[src/shader_export_consts.vh]
// Purpose: shared constants of the shader export unit
// Assumes: included by the export unit and its queue
// Notes:   definitions only
`ifndef SHADER_EXPORT_CONSTS_VH
`define SHADER_EXPORT_CONSTS_VH

// instruction field widths, lane count, data and counter widths
`define TGT_W        6
`define REG_IDX_W    8
`define LANES        8
`define LANE_W       3
`define COMP_W       32
`define HALF_W       16
`define DATA_W       128
`define CNT_W        5

// descriptor layout in the queue: {target, valid mask, final, half, register}
`define DESC_W       17
`define DESC_TGT_HI  16
`define DESC_TGT_LO  11
`define DESC_VM      10
`define DESC_DONE    9
`define DESC_HALF    8
`define DESC_REG_HI  7
`define DESC_REG_LO  0

// queue shape
`define QUEUE_DEPTH  16
`define QUEUE_AW     4

// target code boundaries
`define TGT_COLOUR_LAST 6'h07
`define TGT_DEPTH       6'h08
`define TGT_NULL        6'h09
`define TGT_POS_FIRST   6'h0C
`define TGT_POS_LAST    6'h10
`define TGT_PRIM        6'h14
`define TGT_PARAM_FIRST 6'h20

// decoded target classes
`define CLS_COLOUR   3'h0
`define CLS_DEPTH    3'h1
`define CLS_NULL     3'h2
`define CLS_POS      3'h3
`define CLS_PRIM     3'h4
`define CLS_PARAM    3'h5
`define CLS_BAD      3'h7

// engine states
`define ST_IDLE      2'h0
`define ST_REQ       2'h1
`define ST_SEND      2'h2
`define ST_FIN       2'h3

`endif

[src/export_queue.v]
// Purpose: FIFO of export descriptors between issue and the bus engine
// Assumes: single clock, asynchronous active-low reset
// Notes:   ready on the filling side is registered so it can leave the top directly
`timescale 1ns/1ns
`include "shader_export_consts.vh"

module export_queue #(
    parameter WIDTH = `DESC_W,
    parameter DEPTH = `QUEUE_DEPTH,
    parameter AW    = `QUEUE_AW
) (
    // clock and reset
    input  wire             clk,
    input  wire             arst_n,
    // filling side
    input  wire             in_valid,
    output reg              in_ready,
    input  wire [WIDTH-1:0] in_data,
    // draining side
    output wire             out_valid,
    input  wire             out_ready,
    output wire [WIDTH-1:0] out_data
);
    reg  [WIDTH-1:0] mem [0:DEPTH-1];
    reg  [AW-1:0]    wr_ptr_reg;
    reg  [AW-1:0]    rd_ptr_reg;
    reg  [AW:0]      count_reg;
    wire             push;
    wire             pop;
    wire [AW:0]      count_next;

    assign push       = in_valid & in_ready;
    assign pop        = out_valid & out_ready;
    assign out_valid  = (count_reg != {(AW+1){1'b0}});
    assign out_data   = mem[rd_ptr_reg];
    assign count_next = count_reg + {{AW{1'b0}}, push} - {{AW{1'b0}}, pop};

    // storage needs no reset; only written entries are ever read
    always @(posedge clk) begin
        if (push) begin
            mem[wr_ptr_reg] <= in_data;
        end
    end

    // pointers, fill level and the registered full indication
    always @(posedge clk or negedge arst_n) begin
        if (!arst_n) begin
            wr_ptr_reg <= {AW{1'b0}};
            rd_ptr_reg <= {AW{1'b0}};
            count_reg  <= {(AW+1){1'b0}};
            in_ready   <= 1'b0;
        end else begin
            if (push) begin
                wr_ptr_reg <= wr_ptr_reg + 1'b1;
            end
            if (pop) begin
                rd_ptr_reg <= rd_ptr_reg + 1'b1;
            end
            count_reg <= count_next;
            in_ready  <= (count_next < DEPTH); // honest full, taken from the next fill level so never late
        end
    end
endmodule

[src/shader_export_unit.v]
// Purpose: export unit copying per-lane register data to the output buffer
// Assumes: sequencer, register file and buses share clk; register reads answer in the strobe's own cycle
// Notes:   one engine drains a 16-deep queue, so every export completes in issue order
//          the lane mask is sampled at grant, so programs must wait on the count
//          unmapped target codes are dropped and flagged on bad_target_reg
//          half precision keeps the low half of each component, packed low
//
// Summary of operation
// - decode 6-bit target: colour 0-7, depth 8, null 9, position 12-16, prim 20, params 32-63
// - with the valid mask flag, the lane-enable mask becomes the pixel valid mask
// - final flag marks last pixel or position export; ignored for parameters
// - half precision flag means 16-bit components, otherwise 32-bit
// - colour exports carry up to four components; depth may also be exported
// - only lanes enabled in the lane-enable mask write the output buffer
// - output buffer accumulates successive exports, nothing earlier is discarded
// - valid mask exports tell the colour buffer the valid pixels; last wins
// - null target updates the valid mask but sends no data
// - on selection add one to the pending count and request the bus; the bus is requested only once the engine takes the descriptor from the queue
// - on grant sample the mask, send data, subtract one after last data
// - several exports may be outstanding; same-type exports complete in order
// - with export suppress set every export instruction acts as a no-operation
`timescale 1ns/1ns
`include "shader_export_consts.vh"

module shader_export_unit (
    // clock and reset
    input  wire                  clk,
    input  wire                  arst_n,
    // export instructions from the sequencer
    input  wire                  instr_valid,
    output wire                  instr_ready,
    input  wire [`TGT_W-1:0]     instr_target,
    input  wire                  instr_valid_mask_flag,
    input  wire                  instr_final_flag,
    input  wire                  instr_half_precision_flag,
    input  wire [`REG_IDX_W-1:0] instr_reg_idx,
    // program state
    input  wire [`LANES-1:0]     lane_enable_mask,
    input  wire                  export_suppress,
    output reg  [`CNT_W-1:0]     export_pending_count_reg,
    output reg                   bad_target_reg,
    // internal bus arbitration
    output reg                   bus_req_reg,
    input  wire                  bus_gnt,
    // register file read port
    output reg                   reg_rd_en_reg,
    output reg  [`REG_IDX_W-1:0] reg_rd_idx_reg,
    output reg  [`LANE_W-1:0]    reg_rd_lane_reg,
    input  wire [`DATA_W-1:0]    reg_rd_data,
    // output buffer write port
    output reg                   obuf_wr_reg,
    output reg  [`TGT_W-1:0]     obuf_target_reg,
    output reg  [`LANE_W-1:0]    obuf_lane_reg,
    output reg                   obuf_half_reg,
    output reg  [`DATA_W-1:0]    obuf_data_reg,
    // colour buffer valid mask and completion marks
    output reg                   valid_mask_wr_reg,
    output reg  [`LANES-1:0]     valid_mask_reg,
    output reg                   pixel_final_reg,
    output reg                   pos_final_reg
);

    // engine states, coded from the shared constants
    localparam [1:0] IDLE = `ST_IDLE;
    localparam [1:0] REQ  = `ST_REQ;
    localparam [1:0] SEND = `ST_SEND;
    localparam [1:0] FIN  = `ST_FIN;

    // classify a target code
    function [2:0] target_class;
        input [`TGT_W-1:0] t;
        begin
            if (t <= `TGT_COLOUR_LAST) begin
                target_class = `CLS_COLOUR;
            end else if (t == `TGT_DEPTH) begin
                target_class = `CLS_DEPTH;
            end else if (t == `TGT_NULL) begin
                target_class = `CLS_NULL;
            end else if (t >= `TGT_POS_FIRST && t <= `TGT_POS_LAST) begin
                target_class = `CLS_POS;
            end else if (t == `TGT_PRIM) begin
                target_class = `CLS_PRIM;
            end else if (t >= `TGT_PARAM_FIRST) begin
                target_class = `CLS_PARAM;
            end else begin
                target_class = `CLS_BAD;
            end
        end
    endfunction

    // lowest set lane of a mask
    // scanning downwards keeps the lowest bit, which fixes ascending lane order
    function [`LANE_W-1:0] first_lane;
        input [`LANES-1:0] m;
        integer i;
        begin
            first_lane = {`LANE_W{1'b0}};
            for (i = `LANES - 1; i >= 0; i = i - 1) begin
                if (m[i]) begin
                    first_lane = i[`LANE_W-1:0];
                end
            end
        end
    endfunction

    // pixel exports are colour, depth and the null target that only moves the mask
    function is_pixel_class;
        input [2:0] c;
        begin
            is_pixel_class = (c == `CLS_COLOUR) | (c == `CLS_DEPTH) | (c == `CLS_NULL);
        end
    endfunction

    // queue and issue wires
    wire [2:0]            issue_cls;
    wire                  q_ready;
    wire                  q_push;
    wire                  q_valid;
    wire                  q_pop;
    wire [`DESC_W-1:0]    q_in;
    wire [`DESC_W-1:0]    q_out;
    wire                  issue_take;
    wire                  finish;

    // engine state
    reg  [1:0]            state_reg;
    reg  [`DESC_W-1:0]    desc_reg;
    reg  [`LANES-1:0]     lanes_reg;
    wire [2:0]            cur_cls;
    wire [`TGT_W-1:0]     cur_target;
    wire [`LANE_W-1:0]    next_lane;
    wire [`LANES-1:0]     lanes_left;

    assign issue_cls  = target_class(instr_target);
    assign instr_ready = q_ready;
    assign issue_take = instr_valid & q_ready;
    // suppressed or undecodable exports are swallowed; an undecodable one only raises bad_target_reg
    assign q_push     = issue_take & ~export_suppress & (issue_cls != `CLS_BAD);
    // one descriptor packs every field the engine needs later
    assign q_in       = {instr_target, instr_valid_mask_flag, instr_final_flag,
                         instr_half_precision_flag, instr_reg_idx};
    assign q_pop      = q_valid & (state_reg == IDLE);

    assign cur_target = desc_reg[`DESC_TGT_HI:`DESC_TGT_LO];
    assign cur_cls    = target_class(cur_target);
    assign next_lane  = first_lane(lanes_reg);
    assign lanes_left = lanes_reg & ~(`LANES'h01 << next_lane);
    // last read has landed in the output buffer stage before the count drops
    assign finish     = (state_reg == FIN) & ~reg_rd_en_reg;

    // descriptors wait here, so many exports can be outstanding at once
    // a full queue pushes back through instr_ready; nothing is dropped
    export_queue #(
        .WIDTH (`DESC_W),
        .DEPTH (`QUEUE_DEPTH),
        .AW    (`QUEUE_AW)
    ) u_queue (
        .clk       (clk),
        .arst_n    (arst_n),
        .in_valid  (q_push),
        .in_ready  (q_ready),
        .in_data   (q_in),
        .out_valid (q_valid),
        .out_ready (q_pop),
        .out_data  (q_out)
    );

    // pending count: up on selection, down after last data; both cancel
    // at most the queue depth plus one export in the engine, within five bits
    always @(posedge clk or negedge arst_n) begin
        if (!arst_n) begin
            export_pending_count_reg <= {`CNT_W{1'b0}};
        end else if (q_push && !finish) begin
            export_pending_count_reg <= export_pending_count_reg + 1'b1;
        end else if (finish && !q_push) begin
            export_pending_count_reg <= export_pending_count_reg - 1'b1;
        end
    end

    // flag an export whose target code falls in a hole of the map
    // the export itself is dropped, so the pending count never sees it
    always @(posedge clk or negedge arst_n) begin
        if (!arst_n) begin
            bad_target_reg <= 1'b0;
        end else begin
            bad_target_reg <= issue_take & ~export_suppress & (issue_cls == `CLS_BAD);
        end
    end

    // bus engine: request, wait for grant, walk the enabled lanes, finish
    always @(posedge clk or negedge arst_n) begin
        if (!arst_n) begin
            state_reg         <= IDLE;
            desc_reg          <= {`DESC_W{1'b0}};
            lanes_reg         <= {`LANES{1'b0}};
            bus_req_reg       <= 1'b0;
            reg_rd_en_reg     <= 1'b0;
            reg_rd_idx_reg    <= {`REG_IDX_W{1'b0}};
            reg_rd_lane_reg   <= {`LANE_W{1'b0}};
            valid_mask_wr_reg <= 1'b0;
            valid_mask_reg    <= {`LANES{1'b0}};
            pixel_final_reg   <= 1'b0;
            pos_final_reg     <= 1'b0;
        end else begin
            reg_rd_en_reg     <= 1'b0;
            valid_mask_wr_reg <= 1'b0;
            pixel_final_reg   <= 1'b0;
            pos_final_reg     <= 1'b0;
            case (state_reg)
                IDLE: begin
                    // pop and load share one edge, so no descriptor is lost
                    if (q_valid) begin
                        desc_reg    <= q_out;
                        bus_req_reg <= 1'b1;
                        state_reg   <= REQ;
                    end
                end
                REQ: begin
                    // request holds until granted; the count cannot drop meanwhile
                    if (bus_gnt) begin
                        bus_req_reg    <= 1'b0;
                        reg_rd_idx_reg <= desc_reg[`DESC_REG_HI:`DESC_REG_LO];
                        // mask is sampled at grant, not at issue
                        lanes_reg      <= lane_enable_mask;
                        // an empty mask still publishes the valid mask
                        if (desc_reg[`DESC_VM]) begin
                            valid_mask_reg    <= lane_enable_mask;
                            valid_mask_wr_reg <= 1'b1;
                        end
                        if (cur_cls == `CLS_NULL || lane_enable_mask == {`LANES{1'b0}}) begin
                            state_reg <= FIN;
                        end else begin
                            state_reg <= SEND;
                        end
                    end
                end
                SEND: begin
                    // one enabled lane per cycle; disabled lanes are never read
                    // a full mask therefore costs eight cycles of reads
                    reg_rd_en_reg   <= 1'b1;
                    reg_rd_lane_reg <= next_lane;
                    lanes_reg       <= lanes_left;
                    if (lanes_left == {`LANES{1'b0}}) begin
                        state_reg <= FIN;
                    end
                end
                FIN: begin
                    // the last read is still in flight while the strobe is high
                    if (!reg_rd_en_reg) begin
                        // final flag only means something for pixel and position exports
                        if (desc_reg[`DESC_DONE]) begin
                            pixel_final_reg <= is_pixel_class(cur_cls);
                            pos_final_reg   <= (cur_cls == `CLS_POS);
                        end
                        state_reg <= IDLE;
                    end
                end
                default: begin
                    // unreachable with four states; kept so a glitch returns to idle
                    state_reg   <= IDLE;
                    bus_req_reg <= 1'b0;
                end
            endcase
        end
    end

    // output buffer stage: data returned in the read strobe's own cycle, written a cycle after the read
    always @(posedge clk or negedge arst_n) begin
        if (!arst_n) begin
            obuf_wr_reg     <= 1'b0;
            obuf_target_reg <= {`TGT_W{1'b0}};
            obuf_lane_reg   <= {`LANE_W{1'b0}};
            obuf_half_reg   <= 1'b0;
            obuf_data_reg   <= {`DATA_W{1'b0}};
        end else begin
            // each write adds to the buffer; this unit never clears it
            obuf_wr_reg <= reg_rd_en_reg;
            if (reg_rd_en_reg) begin
                obuf_target_reg <= cur_target;
                obuf_lane_reg   <= reg_rd_lane_reg;
                obuf_half_reg   <= desc_reg[`DESC_HALF];
                if (desc_reg[`DESC_HALF]) begin
                    // four 16-bit components packed low; the upper 64 bits are written as zero
                    obuf_data_reg <= {{(`DATA_W - 4 * `HALF_W){1'b0}},
                                      reg_rd_data[3*`COMP_W +: `HALF_W],
                                      reg_rd_data[2*`COMP_W +: `HALF_W],
                                      reg_rd_data[1*`COMP_W +: `HALF_W],
                                      reg_rd_data[0 +: `HALF_W]};
                end else begin
                    // red, green, blue, alpha as four 32-bit words
                    obuf_data_reg <= reg_rd_data;
                end
            end
        end
    end

endmodule

[config.mk]
export PLATFORM = sky130hd
export DESIGN_NAME = shader_export_unit
export DESIGN_NICKNAME = d
export VERILOG_FILES = /design/src/export_queue.v /design/src/shader_export_unit.v
export VERILOG_INCLUDE_DIRS = /design/src
export SDC_FILE = /design/constraint.sdc
export NUM_CORES = 1
export LEC_CHECK = 0
export BUFFER_PORTS_ARGS = -buffer_cell sky130_fd_sc_hd__buf_4
export CORE_MARGIN = 10
export CORE_UTILIZATION = 60
export DETAILED_ROUTE_END_ITERATION = 16
export GPL_ROUTABILITY_DRIVEN = 0
export PLACE_DENSITY = 0.87
export RECOVER_POWER = 50
export SLEW_MARGIN = 0
export SYNTH_ARGS = -nofsm -noshare
export SYNTH_HDL_FRONTEND = slang
export SYNTH_HIERARCHICAL = 1
export SYNTH_SLANG_ARGS = --single-unit
[constraint.sdc]
create_clock -name clk -period 5.93 [get_ports clk]
set_input_delay 1.186 -clock clk [delete_from_list [all_inputs] [get_ports clk]]
set_output_delay 1.186 -clock clk [all_outputs]
set_load 0.1 [all_outputs]
# After elaboration in Yosys (flattened, before gate mapping)

Memory sizes are Yosys's and may differ from the RTL's. A register that Yosys moved wholly into a read port is not among the register bits.
Cells that the tools add are included.

RAM bits: 272
Register bits: 193
Input port bits: 158
Logic and storage cells: 138
Output and inout bits: 170
Memories kept: 1

Memory list:

| memory      | words | width | read ports | clocked after memory_dff | write ports | RTL line          | RTL |
|---|---|---|---|---|---|---|---|
| u_queue.mem | 16    | 17    | 1          | 1                        | 1           | export_queue.v:24 | `reg [WIDTH-1:0] mem [0:DEPTH-1];` |

Bitwise logic cells: 14
Magnitude comparators: 9
Reductions and logical operators: 22
Shift-type cells: 1
Eq/ne operators: 18
Muxes and demuxes: 46
Add/subtract/negate cells: 6

Operators with widths:

| kind                                                                                | count |
|---|---|
| 128-bit two-way mux                                                                 | 1 |
| 3-bit two-way mux                                                                   | 16 |
| 6-bit by 4-bit equality test with 1-bit output, second input constant               | 4 |
| 8-bit zero test                                                                     | 2 |
| 2-bit two-way mux                                                                   | 8 |
| 8-bit case mux with 2 select lines                                                  | 1 |
| 1-bit two-way mux                                                                   | 15 |
| 6-bit by 5-bit equality test with 1-bit output, second input constant               | 2 |
| 6-bit by 4-bit greater-or-equal comparator with 1-bit output, second input constant | 2 |
| 6-bit greater-or-equal comparator, second input constant                            | 2 |
| 6-bit by 3-bit <= comparator with 1-bit output, second input constant               | 2 |
| 6-bit by 5-bit <= comparator with 1-bit output, second input constant               | 2 |
| 5-bit two-way mux                                                                   | 2 |
| 4-bit by 1-bit adder with 4-bit output, second input constant                       | 2 |
| 1-bit bitwise AND                                                                   | 8 |
| 8-bit bitwise AND                                                                   | 1 |
| 8-bit two-way mux                                                                   | 1 |
| 2-bit != test, second input constant                                                | 4 |
| 8-bit NOT                                                                           | 1 |
| 2-bit case mux with 4 select lines                                                  | 1 |
| 1-bit by 3-bit left shift with 8-bit output, first input constant                   | 1 |
| 3-bit by 2-bit equality test with 1-bit output, second input constant               | 2 |
| 2-bit AND reduction                                                                 | 3 |
| 3-bit AND reduction                                                                 | 2 |
| 21 further kinds                                                                    | 31 |

# Longest topological paths before layout

Gate-level depths: netlist of run 1.

Depth in word-level cells: 14
Depth in mapped cells: 16
Mapped depth without buffers: 15

# Hierarchy

The synthesis of run 1 kept the hierarchy.

Modules (own cells, without submodules):

| module             | cells each | times used | area an instance (µm²) | seq. area each (µm²) |
|---|---|---|---|---|
| export_queue       | 507        | 1          | 11009.3                | 8518.2 |
| shader_export_unit | 780        | 1          | 8494.4                 | 4904.7 |

# Worst setup path after synthesis of run 1

No wires, ideal clock.

Path kind: in2reg
Start point: input instr_target[1]
End point: memory u_queue/mem[3][0] (netlist bit) (enable)
Slack: 2.014 ns
Buffers on the path: 1
Required time: 5.518 ns
Setup time: 0.412 ns
Arrival: 3.503 ns
Stages: 8
Path through: nor2b_1 > o21ai_0 > a21oi_1 > nor3_1 > and2_1 > clkbuf_1 > nand2_1 > nor3_1

Cells in the longest elaborated chain, start to end: 12
Elaborated cells on any way between the ends: 19
Classes of those cells: 4 x order compare; 4 x eq/ne; 8 x mux; 2 x bitwise; 1 x reduce/logical

RTL lines:

| item                                               | RTL line                 | RTL |
|---|---|---|
| start: declaration                                 | shader_export_unit.v:32  | `` input wire [`TGT_W-1:0] instr_target, `` |
| 6-bit greater-or-equal comparator (no source line) | -                        |  |
| 2-bit two-way mux                                  | shader_export_unit.v:83  | `` end else if (t >= `TGT_PARAM_FIRST) begin `` |
| 2-bit two-way mux                                  | shader_export_unit.v:81  | `` end else if (t == `TGT_PRIM) begin `` |
| 3-bit two-way mux                                  | shader_export_unit.v:79  | `` end else if (t >= `TGT_POS_FIRST && t <= `TGT_POS_LAST) begin `` |
| 3-bit two-way mux                                  | shader_export_unit.v:77  | `` end else if (t == `TGT_NULL) begin `` |
| 3-bit two-way mux                                  | shader_export_unit.v:75  | `` end else if (t == `TGT_DEPTH) begin `` |
| 3-bit two-way mux *                                | shader_export_unit.v:73  | `` if (t <= `TGT_COLOUR_LAST) begin `` |
| 3-bit != test (no source line) *                   | -                        |  |
| 1-bit bitwise AND *                                | shader_export_unit.v:138 | `` assign q_push = issue_take & ~export_suppress & (issue_cls != `CLS_BAD); `` |
| named net q_push                                   | shader_export_unit.v:117 | `wire q_push;` |
| 1-bit bitwise AND *                                | export_queue.v:32        | `assign push = in_valid & in_ready;` |
| 1-bit two-way mux *                                | export_queue.v:40        | `if (push) begin` |
| 1-bit two-way mux (implied by the code) *          | export_queue.v:41        | `mem[wr_ptr_reg] <= in_data;` |
| end: declaration                                   | export_queue.v:24        |  |

The timed path passes the listed nets; every way through them passes the cells marked *.

# Final worst setup path of run 1

Start point: register reg_rd_en_reg
End point: output reg_rd_en_reg

RTL lines:

| item                     | RTL line                 | RTL |
|---|---|---|
| start: declaration       | shader_export_unit.v:46  | `output reg reg_rd_en_reg,` |
| start signal: assignment | shader_export_unit.v:197 | `reg_rd_en_reg <= 1'b0;` |
| start signal: assignment | shader_export_unit.v:205 | `reg_rd_en_reg <= 1'b0;` |
| start signal: assignment | shader_export_unit.v:240 | `reg_rd_en_reg <= 1'b1;` |

No word-level cell between the ends.

==> flow_summary.yaml, run 1 <==
run_status:
  status: "finished with violations"
  violations: "capacitance limit, slew limit"
global_route:
  grt_pass1_wl_um: 79200
  grt-ovfl-total: 0
  grt_use_total_pct: 25.5
  grt_max_degree: 137
  grt_pass1_vias: 12600
  antenna_found_initial: 5
timing:
  setup_viol: 0
  post-route-min-period_ps: 4300
  fin_skew_ps: 13.4
  tns_ps: 0
  finalMaxSlewViolations: 218
  hold_violations: 0
  rsz0062_at_grt: "no"
  finalCritPeriodShare_pct: 72.6
  relSlewSlack_pct: -120
  max_freq_mhz: 232
  tightest_slew_ps: 3300
drt:
  ant_nets: 0
  route.detailed.drc: 0
  avgViaCountPerCell: 5.93
  vias: 12400
  wl_um: 52300
  drtIter0Drc: 1125
  wl_per_cell_um: 25.1
  first_pass_iters: 5
synthesis:
  netlist_area_mm2: 0.0195
  synth_top_area_cell: "edfxtp_1"
  synthFlopType: "edfxtp_1"
  synth_top_family_by_area: "multiplexers"
  ys_ff_latch: 482
  synth.area.top_cells: "edfxtp_1 (42%), dfrtp_1 (27%), mux4_2 (7.9%), mux2_2 (3.5%), mux2i_1 (2.5%)"
  synth_top_area_share_pct: 41.9
  syn_inst: 1287
  synth_area_per_cell_um2: 15.2
  synth_simple_gate_area_share_pct: 5.63
  synth_edf_count: 272
  synth_mux_area_share_pct: 13.9
  syn-num-nets: 1466
  yosysWarnings: 6
  synth-compound-area-share_pct: 6.20
  synthDistinctLibCells: 54
  synth_fa_ha_area_share_pct: 1.42
  synth_xor_area_share_pct: 0.719
  seq_area_frac_synth_pct: 68.8
  postSynth.asyncResetShare_pct: 43.6
clock_tree:
  cts.clk_slew.worst_paths_ps: 60
  postCtsResizedCells: 0
  h-tree-depth: 2
  insertion_delay_ps: 570
  cts_setup_buffers: 0
  max-clock-path-buffers: 3
  cts_tree: "built"
  cts_made_buffers: 47
  clock-root-buffer: "clkbuf_16"
  cts.sinks: 482
  cts-hold-fix-buffers: 0
hold_path:
  holdCritPathClass: "flip-flop to flip-flop"
floorplanning:
  fp.dieH_um: 200
  num_rows: 65
  die_w_um: 200
  dieArea_mm2: 0.0401
  core_mm2: 0.0318
  start_util_pct: 61.3
  io_pins: 328
worst_setup_path:
  cp-end-kind: "output pin"
  cp_slowest_cell: "dfrtp_1"
  arrival_ps: 3120
  crit_type: "flip-flop to output pin"
  crit_buf_inv: 1
  cp-start-kind: "flip-flop"
  critPathRequiredTime_ps: 4740
  path_cells: "buf_4"
  cp_top_family: "flip-flops"
  max_stage_delay_ps: 2000
  path_max_fanout: 80
layout:
  drive_gt1_share_pct: 33.0
  largest_register_ffs: 272
  nFillCells: 1818
  area_growth_pct: 22.4
  nNetsFinal: 1789
place:
  place_hpwl_um: 35300
  io_buffers: 327
flow_run:
  maxCapViolCount: 2
[per-layer routing]
| layer | wire length (um) | share of wire [%] | vias up | GRT usage, % |
|---|---|---|---|---|
| li1 | - | - | 5390 | - |
| met1 | 19400 | 37 | 6227 | 30.8 |
| met2 | 26700 | 51 | 629 | 43.3 |
| met3 | 4190 | 8.0 | 117 | 6.11 |
| met4 | 2090 | 4.0 | 0 | 10.6 |
| met5 | 0 | 0 | - | 0 |
[final cells by class]
| class | instances | area, um^2 | share of cell area, % |
|---|---|---|---|
| sequential | 482 | 13400 | 56.3 |
| multi-input combinational | 642 | 5470 | 22.9 |
| antenna | 5 | 12.5 | 0.0524 |
| inverter | 88 | 330 | 1.38 |
| tap | 435 | 544 | 2.28 |
| timing repair buffer | 349 | 2560 | 10.7 |
| clock buffer | 69 | 1370 | 5.74 |
| clock inverter | 14 | 155 | 0.650 |
[cell usage after synthesis, drive strengths merged (3+ instances only)]
cell type	instances
edfxtp	272
dfrtp	210
inv	88
o21ai	87
nor2	71
mux4	68
a21oi	65
nand2	63
mux2	62
clkbuf	55
mux2i	48
nand3b	44
a22oi	34
buf	20
ha	19
xnor2	11
nor2b	9
nor3	7
nand2b	6
nor4	6
xor2	5
a21o	3
and2	3
nand4	3
[layout by cell type (no fill, tap or decap), drive strengths merged, types with 11 or more instances in the layout]
master,count
a21oi,65
a22oi,34
buf,331
clkbuf,87
dfrtp,210
edfxtp,272
ha,19
inv,89
mux2,62
mux2i,48
mux4,68
nand2,63
nand3b,44
nor2,71
o21ai,87
xnor2,11
[logic make-up after synthesis]
group | count (synthesis)
AO/OA/AOI/OAI | 208
XOR/XNOR | 16
adder cells (fa/ha/maj) | 21
buffers and inverters | 163
flip-flops | 482
multiplexers | 178
AND/OR/NAND/NOR | 219
[through the flow]
step	hold slack (ps)	util [%]	setup slack (ps)	area (um^2)	cells
2_1_floorplan	471	-	2010	19500	1287
3_3_place_gp	475	70.5	1880	22400	1996
3_5_place_dp	483	70.5	1740	22400	1996
4_1_cts	491	75.3	2180	23900	2079
5_1_grt	509	75.1	985	23900	2084
6_report	489	75.1	1630	23900	2084
[final timing paths]
path | startpoint | endpoint | slack, ps | depth (start not counted)
max | reg_rd_en_reg | reg_rd_en_reg | 1630 | 1
min | export_pending_count_reg[4] | export_pending_count_reg[4] | 490 | 1
max reg2reg | reg_rd_en_reg | obuf_data_reg[6] | 1820 | 3
min reg2reg | export_pending_count_reg[4] | export_pending_count_reg[4] | 490 | 1
max in group asynchronous | arst_n | desc_reg[6] | 1740 | 2
min in group asynchronous | arst_n | obuf_data_reg[114] | 580 | 1
Power of run 1 is left out: the tool's default activity adds up to more than one toggle a clock period on the data nets, which glitch-free logic cannot reach.
==> run 2: changes to the inputs <==
Settings changed: CORE_UTILIZATION 60 to 51, PLACE_DENSITY 0.87 to 0.79.
Clock period 5.93 ns to 3.8 ns, I/O delays scaled along.
==> flow_summary.yaml, run 2 (same netlist as run 1, synthesis figures left out) <==
worst_setup_path:
  arrival_ps: 3630
  cp_num_cells: 15
  max_stage_delay_ps: 480
  cp_top_family: "simple AND/OR/NAND/NOR gates"
  cp-start-kind: "flip-flop"
  crit_buf_inv: 4
  cp-end-kind: "flip-flop"
  critPathRequiredTime_ps: 4240
  cp_slowest_cell: "or4b_1"
  r2r_cells: 15
  path_max_fanout: 5
  path_cells: "inv_1, ha_1, or4b_1, nand2_1, inv_1, and2_0, ha_1, inv_1, ha_1, inv_1, fa_1, nand2b_1, a21oi_1, nor2_1, xor2_1"
  cpMostUsedCell: "inv_1"
  crit_type: "flip-flop to flip-flop"
hold_path:
  min_path_cells: 2
  holdCritPathClass: "primary input to flip-flop"
layout:
  most-common-layout-cells: "buf_4 (325), edfxtp_1 (272), dfrtp_1 (208), inv_1 (88), o21ai_0 (87)"
  area_growth_pct: 23.5
  largest_register_ffs: 272
  fin_util_pct: 64.0
  stdcell_area_mm2: 0.0241
  nNetsFinal: 1801
  drive_gt1_share_pct: 32.8
  final_common_cell: "buf_4"
clock_tree:
  cts_made_buffers: 49
  cts_setup_buffers: 0
  clock-root-buffer: "clkbuf_16"
  cts.clk_slew.worst_paths_ps: 60
  cts_tree: "built"
  max-clock-path-buffers: 3
  insertion_delay_ps: 570
  cts-hold-fix-buffers: 0
  h-tree-depth: 2
  cts.sinks: 482
  postCtsResizedCells: 0
timing:
  post-route-min-period_ps: 3190
  relSlewSlack_pct: -56.1
  tightest_slew_ps: 2340
  max_freq_mhz: 314
  finalCritPeriodShare_pct: 83.9
  tns_ps: 0
  setup_viol: 0
  rsz0062_at_grt: "no"
  finalMaxSlewViolations: 175
  hold_violations: 0
  fin_skew_ps: 15.3
drt:
  ant_nets: 0
  avgViaCountPerCell: 5.50
  wl_per_cell_um: 23.0
  vias: 12000
  wl_um: 50100
  route.detailed.drc: 0
  first_pass_iters: 5
  drtIter0Drc: 1374
global_route:
  grt_pass1_vias: 12200
  antenna_found_initial: 6
  grt_pass1_wl_um: 76100
  grt-ovfl-total: 0
  grt_max_degree: 227
  grt_use_total_pct: 21.2
floorplanning:
  num_rows: 71
  start_util_pct: 51.8
  fp.dieH_um: 216
  die_w_um: 216
  io_pins: 328
  core_mm2: 0.0377
  dieArea_mm2: 0.0465
run_status:
  status: "finished with violations"
  violations: "capacitance limit, slew limit"
place:
  dpl_cell_area_mm2: 0.0226
  io_buffers: 327
  place_hpwl_um: 34300
flow_run:
  maxCapViolCount: 3
run 2: cell count changes in the layout (fill, tap and decap cells not counted), sizes merged:
cell      previous run  this run
buf                331       330
clkbuf              87        98
bufinv               3         4
clkinvlp             0         1
inv                 89        91
diode                5         6
run 2: cell type report:
type                       instances  area [um^2]
clock buffer                      69         1370
multi-input combinational        642         5450
antenna                            6         15.0
fill                            2744        13600
sequential                       482        13400
inverter                          88          330
clock inverter                    18          203
timing repair buffer             359         2650
tap                              511          639
run 2: metrics by stage:
stage / cells / setup slack [ps] / hold slack [ps]
global placement: 2082 / 310 / 481
finish: 2175 / 611 / 352
CTS: 2169 / 795 / 225
detailed placement: 2082 / 292 / 484
global route: 2175 / 326 / 342
floorplan: 1287 / 310 / 464
run 2: worst paths after layout:
check                                       startpoint  slack, ps                     endpoint
min                                    export_suppress        350               bad_target_reg
max reg2reg                       u_queue/count_reg[3]        610             u_queue/in_ready
min reg2reg                export_pending_count_reg[4]        490  export_pending_count_reg[4]
max                               u_queue/count_reg[3]        610             u_queue/in_ready
min in group asynchronous                       arst_n        910           obuf_data_reg[115]
max in group asynchronous                       arst_n        980        u_queue/rd_ptr_reg[0]
run 2: routing by layer:
| layer | up-vias | GRT usage (%) | part of all wire, % |
|---|---|---|---|
| li1 | 5417 | - | - |
| met1 | 6005 | 26.6 | 40 |
| met2 | 478 | 35.4 | 50 |
| met3 | 73 | 4.63 | 7.2 |
| met4 | 0 | 8.35 | 3.0 |
| met5 | - | 0 | 0 |
Power of run 2 is left out for the same reason.
